`src/core/hdbbp_map.svh`:
```
// Bit positions, widths and reset values of the host data bus buffer port
`ifndef HDBBP_MAP_SVH
`define HDBBP_MAP_SVH

// ----------------------------------------------------------------------
// Widths
// ----------------------------------------------------------------------
`define HDBBP_BYTE_W      8
`define HDBBP_NIB_W       4
`define HDBBP_SYNC_W      12

// ----------------------------------------------------------------------
// Status byte field positions
// ----------------------------------------------------------------------
`define HDBBP_ST_OBF      0
`define HDBBP_ST_IBF      1
`define HDBBP_ST_F0       2
`define HDBBP_ST_F1       3
`define HDBBP_ST_USR_LO   4
`define HDBBP_ST_USR_HI   7

// ----------------------------------------------------------------------
// Positions inside the synchroniser vector
// ----------------------------------------------------------------------
`define HDBBP_SY_CS       0
`define HDBBP_SY_RD       1
`define HDBBP_SY_WR       2
`define HDBBP_SY_SEL      3
`define HDBBP_SY_DAT_LO   4
`define HDBBP_SY_DAT_HI   11

// ----------------------------------------------------------------------
// Reset values and the command select level
// ----------------------------------------------------------------------
`define HDBBP_BYTE_RST    8'h00
`define HDBBP_NIB_RST     4'h0
`define HDBBP_SYNC_RST    12'h007
`define HDBBP_SEL_CMD     1'b1

`endif

```
`src/core/hdbbp_pkg.sv`:
```
// Types shared by the host data bus buffer port modules
package hdbbp_pkg;
  `include "hdbbp_map.svh"

  typedef logic [`HDBBP_BYTE_W-1:0] hdbbp_byte_t;
  typedef logic [`HDBBP_NIB_W-1:0]  hdbbp_nib_t;
  typedef logic [`HDBBP_SYNC_W-1:0] hdbbp_sync_t;

  // Host cycle tracker
  typedef enum logic [1:0] {
    HDBBP_IDLE   = 2'b00,
    HDBBP_RD_OUT = 2'b01,
    HDBBP_RD_STS = 2'b10,
    HDBBP_WRITE  = 2'b11
  } hdbbp_state_t;
endpackage

```
`src/core/hdbbp_sync_if.sv`:
```
// Carrier between the pin synchroniser and the port core
interface hdbbp_sync_if;
  import hdbbp_pkg::*;
  hdbbp_sync_t raw;
  hdbbp_sync_t clean;
  modport sampler (input raw, output clean);
  modport core    (output raw, input clean);
endinterface

```
`src/core/hdbbp_sync.sv`:
```
// Three-stage pin synchroniser with agreement filter
`include "hdbbp_map.svh"
module hdbbp_sync (
  // Clock and control
  input  wire logic         mclk,
  input  wire logic         srst,
  input  wire logic         ce,
  // Pin vector
  hdbbp_sync_if.sampler     sy
);
  import hdbbp_pkg::*;

  localparam hdbbp_sync_t sync_rst = `HDBBP_SYNC_RST;

  hdbbp_sync_t meta_q;
  hdbbp_sync_t st2_q;
  hdbbp_sync_t st3_q;
  hdbbp_sync_t clean_q;

  // First stage feeds only the second stage
  always_ff @(posedge mclk) begin
    if (srst) begin
      meta_q <= `HDBBP_SYNC_RST;
      st2_q  <= `HDBBP_SYNC_RST;
      st3_q  <= `HDBBP_SYNC_RST;
    end else if (ce) begin
      meta_q <= sy.raw;
      st2_q  <= meta_q;
      st3_q  <= st2_q;
    end
  end

  // A bit changes only once stages two and three agree
  genvar gi;
  generate
    for (gi = 0; gi < `HDBBP_SYNC_W; gi++) begin : g_bit
      always_ff @(posedge mclk) begin
        if (srst) begin
          clean_q[gi] <= sync_rst[gi];
        end else if (ce && (st2_q[gi] == st3_q[gi])) begin
          clean_q[gi] <= st3_q[gi];
        end
      end
    end
  endgenerate

  assign sy.clean = clean_q;
endmodule

```
`src/core/hdbbp_top.sv`:
```
// Host data bus buffer port: two byte buffers and a status byte behind host strobes
`include "hdbbp_map.svh"
module hdbbp_top
  import hdbbp_pkg::*;
(
  // Clock, reset, enable
  input  wire logic               mclk,
  input  wire logic               srst,
  input  wire logic               ce,
  // Host bus pins
  input  wire logic               host_cs_n,
  input  wire logic               host_rd_n,
  input  wire logic               host_wr_n,
  input  wire logic               register_select,
  input  wire hdbbp_pkg::hdbbp_byte_t host_data_in,
  output      hdbbp_pkg::hdbbp_byte_t host_data_out,
  output      logic               host_data_oe_n,
  // Program side: output buffer
  input  wire logic               obuf_load,
  input  wire hdbbp_pkg::hdbbp_byte_t obuf_data,
  // Program side: input buffer
  input  wire logic               ibuf_read,
  output      hdbbp_pkg::hdbbp_byte_t ibuf_data,
  // Program side: flags and status
  input  wire logic               user_flag_clear,
  input  wire logic               user_flag_toggle,
  input  wire logic               cmd_flag_clear,
  input  wire logic               cmd_flag_toggle,
  input  wire logic               load_status_instruction,
  input  wire hdbbp_pkg::hdbbp_nib_t load_status_data,
  output      hdbbp_pkg::hdbbp_byte_t host_status_byte,
  // Program side: input-full interrupt
  input  wire logic               ibf_int_enable,
  input  wire logic               ibf_service_entry,
  output      logic               ibf_int_request,
  output      logic               ibf_int_take,
  // Program side: host flag lines
  input  wire logic               host_flags_enable,
  input  wire logic               obf_line_level,
  input  wire logic               ibe_line_level,
  output      logic               host_obf_line,
  output      logic               host_ibe_line
);
  import hdbbp_pkg::*;

  // --------------------------------------------------------------------
  // Pin synchronisation
  // --------------------------------------------------------------------
  hdbbp_sync_if sy ();

  assign sy.raw = {host_data_in, register_select, host_wr_n, host_rd_n, host_cs_n};

  hdbbp_sync u_sync (
    .mclk (mclk),
    .srst (srst),
    .ce   (ce),
    .sy   (sy.sampler)
  );

  logic        cs_s;
  logic        rd_s;
  logic        wr_s;
  logic        sel_s;
  hdbbp_byte_t dat_s;

  // Active-low strobes turned into active-high selects
  assign cs_s  = ~sy.clean[`HDBBP_SY_CS];
  assign rd_s  = ~sy.clean[`HDBBP_SY_RD];
  assign wr_s  = ~sy.clean[`HDBBP_SY_WR];
  assign sel_s = sy.clean[`HDBBP_SY_SEL];
  assign dat_s = sy.clean[`HDBBP_SY_DAT_HI:`HDBBP_SY_DAT_LO];

  // --------------------------------------------------------------------
  // Host cycle decode
  // --------------------------------------------------------------------
  logic sel_read;
  logic sel_write;

  // Chip select gates everything; both strobes together is not a cycle
  assign sel_read  = cs_s & rd_s & ~wr_s;
  assign sel_write = cs_s & wr_s & ~rd_s;

  hdbbp_state_t state_q;
  hdbbp_state_t state_d;

  always_comb begin
    state_d = state_q;
    unique case (state_q)
      HDBBP_IDLE: begin
        if (sel_read) begin
          state_d = sel_s ? HDBBP_RD_STS : HDBBP_RD_OUT;
        end else if (sel_write) begin
          state_d = HDBBP_WRITE;
        end
      end
      HDBBP_RD_OUT: begin
        if (!sel_read) begin
          state_d = HDBBP_IDLE;
        end
      end
      HDBBP_RD_STS: begin
        if (!sel_read) begin
          state_d = HDBBP_IDLE;
        end
      end
      HDBBP_WRITE: begin
        if (!sel_write) begin
          state_d = HDBBP_IDLE;
        end
      end
    endcase
  end

  always_ff @(posedge mclk) begin
    if (srst) begin
      state_q <= HDBBP_IDLE;
    end else if (ce) begin
      state_q <= state_d;
    end
  end

  logic rd_out_start;
  logic rd_sts_start;
  logic wr_done;

  assign rd_out_start = (state_q == HDBBP_IDLE) && (state_d == HDBBP_RD_OUT);
  assign rd_sts_start = (state_q == HDBBP_IDLE) && (state_d == HDBBP_RD_STS);
  // Data and select are taken at the end of the strobe, when they are settled
  assign wr_done      = (state_q == HDBBP_WRITE) && (state_d == HDBBP_IDLE);

  // --------------------------------------------------------------------
  // Buffers
  // --------------------------------------------------------------------
  hdbbp_byte_t obuf_q;
  hdbbp_byte_t ibuf_q;

  always_ff @(posedge mclk) begin
    if (srst) begin
      obuf_q <= `HDBBP_BYTE_RST;
    end else if (ce && obuf_load) begin
      obuf_q <= obuf_data;
    end
  end

  always_ff @(posedge mclk) begin
    if (srst) begin
      ibuf_q <= `HDBBP_BYTE_RST;
    end else if (ce && wr_done) begin
      ibuf_q <= dat_s;
    end
  end

  assign ibuf_data = ibuf_q;

  // --------------------------------------------------------------------
  // Status flags
  // --------------------------------------------------------------------
  logic       obf_q;
  logic       ibf_q;
  logic       f0_q;
  logic       f1_q;
  hdbbp_nib_t usr_q;

  // Program load wins over a host read in the same cycle
  always_ff @(posedge mclk) begin
    if (srst) begin
      obf_q <= 1'b0;
    end else if (ce) begin
      if (obuf_load) begin
        obf_q <= 1'b1;
      end else if (rd_out_start) begin
        obf_q <= 1'b0;
      end
    end
  end

  // Host write wins over a program read in the same cycle
  always_ff @(posedge mclk) begin
    if (srst) begin
      ibf_q <= 1'b0;
    end else if (ce) begin
      if (wr_done) begin
        ibf_q <= 1'b1;
      end else if (ibuf_read) begin
        ibf_q <= 1'b0;
      end
    end
  end

  // Host has no path to this flag
  always_ff @(posedge mclk) begin
    if (srst) begin
      f0_q <= 1'b0;
    end else if (ce) begin
      if (user_flag_clear) begin
        f0_q <= 1'b0;
      end else if (user_flag_toggle) begin
        f0_q <= ~f0_q;
      end
    end
  end

  // Host write beats a program change in the same cycle
  always_ff @(posedge mclk) begin
    if (srst) begin
      f1_q <= 1'b0;
    end else if (ce) begin
      if (wr_done) begin
        f1_q <= (sel_s == `HDBBP_SEL_CMD);
      end else if (cmd_flag_clear) begin
        f1_q <= 1'b0;
      end else if (cmd_flag_toggle) begin
        f1_q <= ~f1_q;
      end
    end
  end

  always_ff @(posedge mclk) begin
    if (srst) begin
      usr_q <= `HDBBP_NIB_RST;
    end else if (ce && load_status_instruction) begin
      usr_q <= load_status_data;
    end
  end

  hdbbp_byte_t status_w;

  always_comb begin
    status_w                                    = `HDBBP_BYTE_RST;
    status_w[`HDBBP_ST_OBF]                     = obf_q;
    status_w[`HDBBP_ST_IBF]                     = ibf_q;
    status_w[`HDBBP_ST_F0]                      = f0_q;
    status_w[`HDBBP_ST_F1]                      = f1_q;
    status_w[`HDBBP_ST_USR_HI:`HDBBP_ST_USR_LO] = usr_q;
  end

  assign host_status_byte = status_w;

  // --------------------------------------------------------------------
  // Host data bus drive
  // --------------------------------------------------------------------
  hdbbp_byte_t dout_q;
  logic        oe_n_q;

  // Byte is frozen at read start so the bus holds steady for the strobe
  always_ff @(posedge mclk) begin
    if (srst) begin
      dout_q <= `HDBBP_BYTE_RST;
    end else if (ce) begin
      if (rd_out_start) begin
        dout_q <= obuf_q;
      end else if (rd_sts_start) begin
        dout_q <= status_w;
      end
    end
  end

  always_ff @(posedge mclk) begin
    if (srst) begin
      oe_n_q <= 1'b1;
    end else if (ce) begin
      oe_n_q <= ~((state_d == HDBBP_RD_OUT) || (state_d == HDBBP_RD_STS));
    end
  end

  assign host_data_out  = dout_q;
  assign host_data_oe_n = oe_n_q;

  // --------------------------------------------------------------------
  // Input-full interrupt request
  // --------------------------------------------------------------------
  logic irq_q;

  // Raised regardless of enable; only service entry clears, raise wins
  always_ff @(posedge mclk) begin
    if (srst) begin
      irq_q <= 1'b0;
    end else if (ce) begin
      if (cs_s && wr_s) begin
        irq_q <= 1'b1;
      end else if (ibf_service_entry) begin
        irq_q <= 1'b0;
      end
    end
  end

  assign ibf_int_request = irq_q;
  assign ibf_int_take    = irq_q & ibf_int_enable;

  // --------------------------------------------------------------------
  // Host flag lines
  // --------------------------------------------------------------------
  logic flags_en_q;

  always_ff @(posedge mclk) begin
    if (srst) begin
      flags_en_q <= 1'b0;
    end else if (ce && host_flags_enable) begin
      flags_en_q <= 1'b1;
    end
  end

  // Port latch level still gates the line so the program can mask it
  assign host_obf_line = flags_en_q ? (obf_q & obf_line_level) : obf_line_level;
  assign host_ibe_line = flags_en_q ? (~ibf_q & ibe_line_level) : ibe_line_level;
endmodule

```
`config.mk`:
```
export PLATFORM = sky130hd
export DESIGN_NAME = hdbbp_top
export DESIGN_NICKNAME = d
export VERILOG_FILES = /design/src/core/hdbbp_pkg.sv /design/src/core/hdbbp_sync_if.sv /design/src/core/hdbbp_sync.sv /design/src/core/hdbbp_top.sv
export VERILOG_INCLUDE_DIRS = /design/src /design/src/core
export SDC_FILE = /design/constraint.sdc
export NUM_CORES = 1
export LEC_CHECK = 0
export ABC_AREA = 1
export BUFFER_PORTS_ARGS = -buffer_cell sky130_fd_sc_hd__buf_2
export CAP_MARGIN = 0
export CORE_ASPECT_RATIO = 1.5
export CORE_UTILIZATION = 49
export CTS_BUF_LIST = sky130_fd_sc_hd__clkbuf_4 sky130_fd_sc_hd__clkbuf_8 sky130_fd_sc_hd__clkbuf_16
export CTS_CLUSTER_DIAMETER = 100
export DETAILED_ROUTE_END_ITERATION = 7
export PLACE_DENSITY = 0.75
export SETUP_SLACK_MARGIN = 0.2
export SLEW_MARGIN = 20
export SYNTH_ARGS = -nofsm -noshare
export SYNTH_HDL_FRONTEND = slang
export SYNTH_SLANG_ARGS = --single-unit
export TNS_END_PERCENT = 50
```
`constraint.sdc`:
```
create_clock -name mclk -period 1.75 [get_ports mclk]
set_input_delay 0.2625 -clock mclk [delete_from_list [all_inputs] [get_ports mclk]]
set_output_delay 0.2625 -clock mclk [all_outputs]
set_load 0.02 [all_outputs]
```
-- Word level (Yosys, flattened, before mapping)
Index checks and enable logic that the tools add are counted.
- equal/unequal tests: 17
- mux-type cells: 21
- bitwise gates (word level): 14
- reductions and logical operators: 36
- operators with widths (operator ; count):
    1-bit logical AND ; 20
    8-bit 2-to-1 mux ; 2
    1-bit 2-to-1 mux ; 13
    1-bit == test ; 12
    2-bit AND reduction ; 6
    2-bit 2-to-1 mux ; 5
    2-bit nonzero test ; 5
    1-bit AND ; 7
    1-bit NOT ; 7
    2-bit == test (second input constant) ; 3
    2-bit case mux with 3 select lines ; 1
    2-bit by 1-bit == test with 1-bit output (second input constant) ; 2
    2-bit logical NOT ; 2
    3-bit nonzero test ; 1
    2-bit OR reduction ; 1
    1-bit logical OR ; 1
- register bits after elaboration: 85
- input port bits: 39
- output and inout bits: 29
- word-level logic and storage cells: 115

-- Logic depth before layout (Yosys ltp)
Gate-level depths: netlist of the first run.
- word-level depth: 10
- mapped depth: 13
- gate-level depth less buffers: 13

-- Hierarchy
A second synthesis of the first run with hierarchy kept.
- cell total of the unflattened synthesis: 475
- area total of the unflattened synthesis: 3489.6 um^2
- by module, submodules not included (module ; times used ; cells each ; area each (um^2) ; sequential area each (um^2)):
    hdbbp_sync ; 1 ; 252 ; 1844.3 ; 960.9
    hdbbp_top ; 1 ; 223 ; 1645.3 ; 740.7

-- Least setup slack after synthesis of the first run
No wires, ideal clock.
- path type: reg-to-reg
- start point: reg state_q[0]
- end point: reg ibuf_q[7], in the netlist ibuf_data[7]
- library setup time: 0.070 ns
- data arrival time: 1.770 ns
- data required time: 1.680 ns
- path slack: -0.090 ns
- stages on the path, launching flop included: 14
- buffers on the path: 0
- clock period less this slack: 1.840 ns
- path through: dfxtp_1 -> inv_1 -> ha_1 -> nand3_1 -> nand2_1 -> nand2_1 -> nand2_1 -> inv_1 -> ha_1 -> nand2_1 -> clkinv_1 -> nand2_2 -> nand2_1 -> a21oi_1
- cells in the longest elaborated chain, start to end: 6
- elaborated cells on any way between the ends: 13
- classes of those cells: 3 x eq/ne; 5 x mux; 5 x reduce/logical
- RTL lines (element ; RTL line ; text):
    start: declaration ; hdbbp_top.sv:83 ; hdbbp_state_t state_q;
    start signal: assignment ; hdbbp_top.sv:118 ; state_q <= state_d;
    2-bit == test, or another cell as far along ; hdbbp_top.sv:88 ; unique case (state_q)
    2-bit OR reduction (no line) or 2-bit 2-to-1 mux (tied branches) ; n/a ;
    2-bit case mux with 3 select lines (*) ; hdbbp_top.sv:88 ;
    via state_d[0] ; hdbbp_top.sv:84 ; hdbbp_state_t state_d;
    2-bit logical NOT (*) ; hdbbp_top.sv:129 ; assign wr_done = (state_q == HDBBP_WRITE) && (state_d == HDBBP_IDLE);
    1-bit logical AND (*) ; hdbbp_top.sv:129 ;
    1-bit logical AND (*) ; hdbbp_top.sv:148 ; end else if (ce && wr_done) begin
    end signal: assignment ; hdbbp_top.sv:147 ; ibuf_q <= `HDBBP_BYTE_RST;
    end signal: assignment ; hdbbp_top.sv:149 ; ibuf_q <= dat_s;
    end: declaration ; hdbbp_top.sv:135 ; hdbbp_byte_t ibuf_q;
The timed path passes the listed nets; every way through them passes the cells marked *.
A chain may end at the register's enable or synchronous reset.

-- Final worst setup path of the first run
- start point: reg state_q[0]
- end point: reg dout_q[0], in the netlist host_data_out[0]
- cells in the longest elaborated chain, start to end: 7
- elaborated cells on any way between the ends: 17
- classes of those cells: 5 x eq/ne; 6 x mux; 6 x reduce/logical
- RTL lines (element ; RTL line ; text):
    2-bit == test or 2-bit by 1-bit == test with 1-bit output (tied branches) ; hdbbp_top.sv:88 ;
    2-bit OR reduction (no line) ; n/a ;
    2-bit case mux with 3 select lines (*) ; hdbbp_top.sv:88 ;
    via state_d[1] ; hdbbp_top.sv:84 ;
    2-bit by 1-bit == test with 1-bit output or 2-bit == test (tied branches) ; hdbbp_top.sv:126, hdbbp_top.sv:127 ;
    1-bit logical AND, on equally long branches ; hdbbp_top.sv:126, hdbbp_top.sv:127 ;
    2-bit nonzero test (no line) ; n/a ;
    2-bit AND reduction (no line) ; n/a ;
    end signal: assignment ; hdbbp_top.sv:248 ; dout_q <= `HDBBP_BYTE_RST;
    end signal: assignment ; hdbbp_top.sv:251 ; dout_q <= obuf_q;
    end signal: assignment ; hdbbp_top.sv:253 ; dout_q <= status_w;
    end: declaration ; hdbbp_top.sv:242 ; hdbbp_byte_t dout_q;
Marked as above.

==> results of run 1 <==
-- routing by layer --
metal / track usage / vias up / part of all wire
li1: - / 1562 / -
met1: 0.2335 / 1362 / 0.41
met2: 0.3906 / 88 / 0.51
met3: 0.03226 / 14 / 0.048
met4: 0.1350 / 0 / 0.028
met5: 0 / - / 0
-- metrics by stage --
step | hold slack (ns) | utilization
2_1_floorplan | 0.3609 | -
3_3_place_gp | 0.4383 | 0.5831
3_5_place_dp | 0.4427 | 0.5831
4_1_cts | 0.07740 | 0.6249
5_1_grt | 0.08913 | 0.6320
6_report | 0.08679 | 0.6320
-- cell families (layout without fill, tap and decap cells) --
kind of cell,after synthesis,after routing,synth area share
simple gates,170,172,0.2045
compound gates,120,120,0.1966
flops,85,85,0.5103
buf+inv,50,123,0.06717
fa+ha+maj,5,5,0.01876
xor+xnor,1,1,0.002627
-- registers in the layout, summed over array words and instances (netlist names), 2 cells and up --
signal and count:
usr_q 4, host_data_out 8, u_sync.st2_q 12, ibuf_data 8, obuf_q 8, state_q 2
u_sync.st3_q 12, u_sync.meta_q 12, u_sync.sy.clean 12
-- cell usage in the layout (no fill, tap or decap), types with 2 or more instances in the layout --
cell type | Yosys | layout
buf_4 | 7 | 11
buf_12 | 0 | 2
inv_1 | 22 | 17
a21oi_2 | 0 | 2
a21boi_0 | 2 | 2
nand3_1 | 25 | 24
clkinv_2 | 0 | 2
dfxtp_1 | 85 | 81
clkbuf_8 | 0 | 10
nor2_1 | 58 | 55
ha_4 | 0 | 3
nor2_4 | 1 | 3
ha_2 | 0 | 2
nand2_4 | 0 | 4
inv_2 | 3 | 5
nand2_1 | 84 | 76
o211ai_1 | 11 | 11
o21ai_1 | 0 | 4
dfxtp_2 | 0 | 4
o21ai_0 | 51 | 46
o21bai_1 | 6 | 6
clkinvlp_4 | 0 | 4
inv_4 | 0 | 2
buf_2 | 7 | 67
a21oi_1 | 49 | 46
nor2_2 | 0 | 2
nand2_2 | 2 | 6
-- Yosys cell counts (all sizes together) --
cell type	number
o21bai	6
nand3	25
a211oi	1
clkbuf	8
clkinv	1
a21oi	49
buf	16
dfxtp	85
inv	25
o211ai	11
nor2	59
a21boi	2
xor2	1
nand2	86
o21ai	51
ha	5
-- power by group through the flow --
stage               combinational [mW]  sequential, mW  clock, mW
global placement                 0.386            2.11          0
finish                           0.428            2.07       1.26
global route                     0.480            2.08       1.38
CTS                              0.417            2.07       1.29
detailed placement               0.394            2.11          0
floorplan                        0.259            2.12          0
-- cell type report --
cell class,count,area [um2],area share
sequential,85,1707,0.4135
multi-input combinational,298,1563,0.3786
timing repair buffer,80,457.9,0.1109
clock buffer,11,145.1,0.03516
inverter,26,118.9,0.02880
tap,76,95.09,0.02304
clock inverter,5,36.28,0.008791
timing repair inverter,1,5.005,0.001212
-- path summary, 6_finish.rpt --
check | from | to | slack (ns) | cells after the start
worst max-delay path | state_q[0] | host_data_out[0] | 0.006 | 11
worst min-delay path | user_flag_clear | f0_q | 0.09 | 2
worst max register to register | state_q[0] | host_data_out[0] | 0.006 | 11
worst min register to register | u_sync.meta_q[2] | u_sync.meta_q[2] | 0.46 | 2
-- what timing repair did --
item                                    CTS  global route
pin swaps                                22             9
gates cloned                              3             0
resized for setup                        14            17
buffers inserted                          1             0
endpoints found under the setup margin   20            20
endpoints found under the hold margin     0             0
==> metrics.md, run 1 <==
| Metric | Value |
|---|---|
| Min Clock Period, post-route | 1.744 ns |
| Worst Tran Pin Value | 0.4452 ns |
| H-tree levels | 3 |
| Final period util | 0.9968 |
| Yosys reg bits | 85 |
| CTS buffer count | 9 |
| I/O pin count | 68 |
| Maximum fanout along the worst path | 8 |
| First-pass GRT wire length | 12,090 um |
| Aggregate global-route resource usage | 0.2142 |
| Status | completed |
| WP buf/inv | 3 |
| Largest net degree at the start of global routing | 53 |
| Initial antenna violation count | 0 |
| Die ar. | 0.007146 mm2 |
| Comb pwr share | 0.114 |
| Die height | 103.0 um |
| Tot Pwr | 3.760 mW |
| Ant. Diodes | 0 |
| Iter 0 DRT Violations | 139 |
| Final wirelength | 7334 um |
| Crit path required time | 1.99 ns |
| Vias in the first global route | 2,788 |
| Int Pwr | 2.757 mW |
| Cell taking the most area after synthesis | dfxtp_1 |
| Switching share of total power | 0.2667 |
| Final RePlAce weighted congestion | 0.8675 |
| Latest clock arrival within the worst-skew pair | 0.36 ns |
| Area growth syn-to-layout | 23.79% |
| Hold-fix buffers at CTS | 0 |
| CTS tree | built |
| Dominant cells by area after synthesis | dfxtp_1 (51%), nand2_1 (9.5%), o21ai_0 (7.7%) |
| Count of cell types in the netlist | 22 |
| Worst Setup Path Type | reg -> reg |
| Final setup viols | 0 |
| Final nets | 545 |
| Static leakage | 1.829 nW |
| Crit path max-delay family | adder cells |
| Clock slew at reported path FFs | 0.09 ns |
| CP Launch Type | flop |
| Place WS | -0.1334 ns |
| Clk buf depth | 2 |
| Slew headroom | 0.7032 |
| Synthesis Warnings | 0 |
| Grt ovf | 0 |
| Layout Cells excl Fill | 582 |
| Critical path's slowest cell | dfxtp_2 |
| Final setup margin | 0.005650 ns |
| Worst EP arrival | 1.99 ns |
| Clk_skew | 0.008996 ns |
| Vias | 3,026 |
| Design area | 0.004128 mm2 |
| Count of pins over their slew limit | 0 |
| DR DRC count | 0 |
| Max-capacitance violation count | 0 |
| Crit. End Element | flop |
| Max VDD drop | 0.4899 mV |
| Die width | 69.36 um |
| PortBufs | 67 |
| Row cnt | 36 |
| Synth Net Count | 475 |
| Area post-placement | 0.003809 mm2 |
| Via density per instance | 5.199 |
| Fin. Hold Viols | 0 |
| Clock sink count | 85 |
| Tightest Hold Check Type | in -> reg |
| Clock Power Share | 0.336 |
| Sequential area share after synthesis | 0.5103 |
| Share of layout cells above drive strength 1 | 0.2708 |
| Core area | 0.006531 mm2 |
| Filler cells | 568 |
| Avg WL per Cell | 12.60 um |
| Fmax | 573.3 MHz |
| Syn_area_per_cell | 7.737 um2 |
| Clock Root Buffer | clkbuf_8 |
| Detailed placer's ending HPWL | 4688 um |
| Initial Utilization | 0.5105 |
| RSZ-0062 raised after global routing | true |
| Antenna viol nets, final | 0 |
| Seq pwr share | 0.551 |
| PD cells | 910.9 mW/mm2 |
| TritonRoute pass-1 iters | 4 |
| Yosys top cell area share | 0.5103 |
| CP cell instances | inv_2 -> ha_4 -> nand3_2 -> nand2_2 -> nand2_2 -> nand2_4 -> inv_4 -> ha_4 -> clkinvlp_4 -> o211ai_1 -> a21oi_2 |
| Setup_tns | 0 ns |
| CP peak stage delay | 0.34 ns |
| Synth Instances | 431 |
| Netlist area before placement | 0.003334 mm2 |
| Placed instance count | 562 |
| Switch Pwr | 1.003 mW |
No activity file was read; power rests on OpenSTA's default activity.
==> run 2, diff against run 1 <==
- ABC_AREA: 1 -> unset
==> metrics.md, run 2 <==
| Metric | Value |
|---|---|
| Max-capacitance violation count | 0 |
| Die width | 70.91 um |
| RSZ-0062 raised after global routing | true |
| Final RePlAce weighted congestion | 0.8973 |
| H-tree levels | 3 |
| Final nets | 515 |
| DR DRC count | 12 |
| Tightest Hold Check Type | in -> reg |
| Count of cell types in the netlist | 40 |
| Sequential area share after synthesis | 0.4876 |
| Min Clock Period, post-route | 2.087 ns |
| Placed instance count | 533 |
| Yosys reg bits | 85 |
| Top sig layer | met4 |
| Synth Net Count | 431 |
| Place WS | -0.4315 ns |
| Grt ovf | 0 |
| Static leakage | 1.908 nW |
| Core area | 0.006852 mm2 |
| Clock sink count | 85 |
| Die height | 105.4 um |
| Cell taking the most area after synthesis | dfxtp_1 |
| Clk_skew | 0.01149 ns |
| Main combinational cell family by area after synthesis | compound AO/OA/AOI/OAI gates |
| Netlist area before placement | 0.003490 mm2 |
| Via density per instance | 5.388 |
| Adder-Cell Fraction of Synth Area | 0.01793 |
| Layout Cells excl Fill | 552 |
| Fmax | 479.2 MHz |
| First-pass GRT wire length | 12,520 um |
| Clock Root Buffer | clkbuf_8 |
| Filler cells | 584 |
| Final wirelength | 7618 um |
| Area post-placement | 0.004045 mm2 |
| Slew headroom | 0.7355 |
| Commonest non-fill, non-tap cell in the layout | dfxtp_1 |
| PortBufs | 67 |
| Ant. Diodes | 0 |
| Largest net degree at the start of global routing | 38 |
| Vias in the first global route | 2,745 |
| Post-synthesis mux area share | 0.07745 |
| Worst Setup Path Type | reg -> reg |
| Post-synth ARST share | 0 |
| Yosys top cell area share | 0.4876 |
| Fin. Hold Viols | 0 |
| Crit path required time | 2.05 ns |
| Detailed placer's ending HPWL | 5211 um |
| Hold path start | host_wr_n |
| Met2 wire len | 3912 um |
| Clock slew at reported path FFs | 0.08 ns |
| Design area | 0.004404 mm2 |
| Xor-xnor portion of the synthesized cell area | 0 |
| Clk buf depth | 2 |
| Die ar. | 0.007470 mm2 |
| Post-synthesis compound-gate area fraction | 0.2015 |
| Latest clock arrival within the worst-skew pair | 0.36 ns |
| Worst Tran Pin Value | 0.3967 ns |
| Post-synth top cells | dfxtp_1 (85), nand2_1 (54), a21oi_1 (50) |
| Synth Instances | 387 |
| Number of synthesized flops with an enable pin | 0 |
| Antenna viol nets, final | 0 |
| Max VDD drop | 0.5947 mV |
| WP buf/inv | 2 |
| Routed length on met3 | 253 um |
| Worst Setup SP | state_q[1] |
| Final setup margin | -0.3369 ns |
| CP Launch Type | flop |
| CTS buffer count | 9 |
| Avg WL per Cell | 13.80 um |
| Vias | 2,974 |
| Count of pins over their slew limit | 0 |
| Worst r2r src | state_q[1] |
| Hold-fix buffers at CTS | 0 |
| Simple-gate share of the synthesized area | 0.1635 |
| CP cell instances | inv_2 -> ha_4 -> nand3b_1 -> o21ai_2 -> nor3b_4 -> a21oi_2 -> ha_2 -> o211ai_1 -> buf_4 -> nand2_2 -> a21oi_2 |
| Initial Utilization | 0.5093 |
| I/O pin count | 68 |
| Final period util | 1.193 |
| CP peak stage delay | 0.35 ns |
| PD cells | 822.4 mW/mm2 |
| Crit. End Element | flop |
| TritonRoute pass-1 iters | 6 |
| Cell mode on critical path | a21oi_2 |
| Maximum fanout along the worst path | 8 |
| Most frequent cells in the layout | dfxtp_1 (80), buf_2 (66), nand2_1 (51) |
| Iter 0 DRT Violations | 169 |
| Aggregate global-route resource usage | 0.2126 |
| Row cnt | 37 |
| Synthesis Warnings | 0 |
| Final setup viols | 20 |
| Critical path's slowest cell | dfxtp_2 |
| Routed metal-1 wirelength | 3288 um |
| Share of layout cells above drive strength 1 | 0.3291 |
| Dominant cells by area after synthesis | dfxtp_1 (49%), mux2i_1 (7.7%), a21oi_1 (7.2%) |
| Syn_area_per_cell | 9.017 um2 |
| Area growth syn-to-layout | 26.21% |
| Status | finished with violations |
| Most common cell in the netlist | dfxtp_1 |
| Failing checks | design-rule violations, negative setup slack |
| Crit path max-delay family | compound AO/OA/AOI/OAI gates |
| Initial antenna violation count | 0 |
| Setup_tns | -5.188 ns |
| Ys flop type | dfxtp_1 |
| CTS tree | built |
| Worst EP arrival | 2.38 ns |
run 2: cell types whose count changed after synthesis, moves of 6 or more:
| cell | change |
|---|---|
| o221ai_1 | +8 |
| mux2i_1 | +27 |
| nand2_1 | -30 |
| nand3_1 | -12 |
| a21o_1 | +11 |
| a211o_1 | +9 |
| nor2_1 | -23 |
| inv_1 | -18 |
| o211ai_1 | -10 |
| o21ai_0 | -40 |
| and2_1 | +8 |
| buf_2 | +6 |
run 2: metrics by stage:
stage	power [mW]	hold WS [ns]	utilization
global placement	2.336	0.4437	0.5904
global route	3.797	0.1056	0.6428
floorplan	2.248	0.3849	-
detailed placement	2.346	0.4491	0.5904
finish	3.622	0.1171	0.6428
CTS	3.651	0.1078	0.6298
run 2: metal layers:
layer,vias up,GRT usage
met1,1388,0.2547
met3,13,0.06119
met2,59,0.3523
met5,-,0
met4,0,0.09000
li1,1514,-
run 2: kinds of logic (layout without fill, tap and decap cells):
logic type | Yosys count | count (layout)
buffers and inverters | 35 | 121
flip-flops | 85 | 85
adder cells (fa/ha/maj) | 5 | 5
multiplexers | 27 | 27
AO/OA/AOI/OAI | 108 | 108
AND/OR/NAND/NOR | 127 | 128
run 2: path summary, 6_finish.rpt:
kind | end | slack (ns) | depth (start not counted)
max | host_data_out[6] | -0.34 | 11
min | u_sync.meta_q[2] | 0.12 | 2
max reg2reg | host_data_out[6] | -0.34 | 11
min reg2reg | ibuf_data[6] | 0.46 | 2
run 2: cell type report:
type                    count  area [um2]  share of cell area
multi-input cells         268        1768              0.4014
repair buffers            102       629.4              0.1429
clock inverters             4       51.30             0.01165
clock buffers              10       131.4             0.02983
inverters                   5       18.77            0.004261
flip-flops and latches     85        1708              0.3878
well taps                  78       97.59             0.02216
run 2: where the power goes:
part | internal (mW) | total, mW | leakage (nW) | switching [mW]
registers | 1.99 | 2.03 | 0.692 | 0.0410
clock network | 0.659 | 1.31 | 0.0916 | 0.656
logic | 0.126 | 0.277 | 1.12 | 0.151
run 2: repair_timing:
item                       in CTS  in global routing
setup endpoints to repair      20                 22
buffers inserted                3                  1
gates resized for setup        13                 18
gates cloned                    1                  0
pin swaps                      14                 11
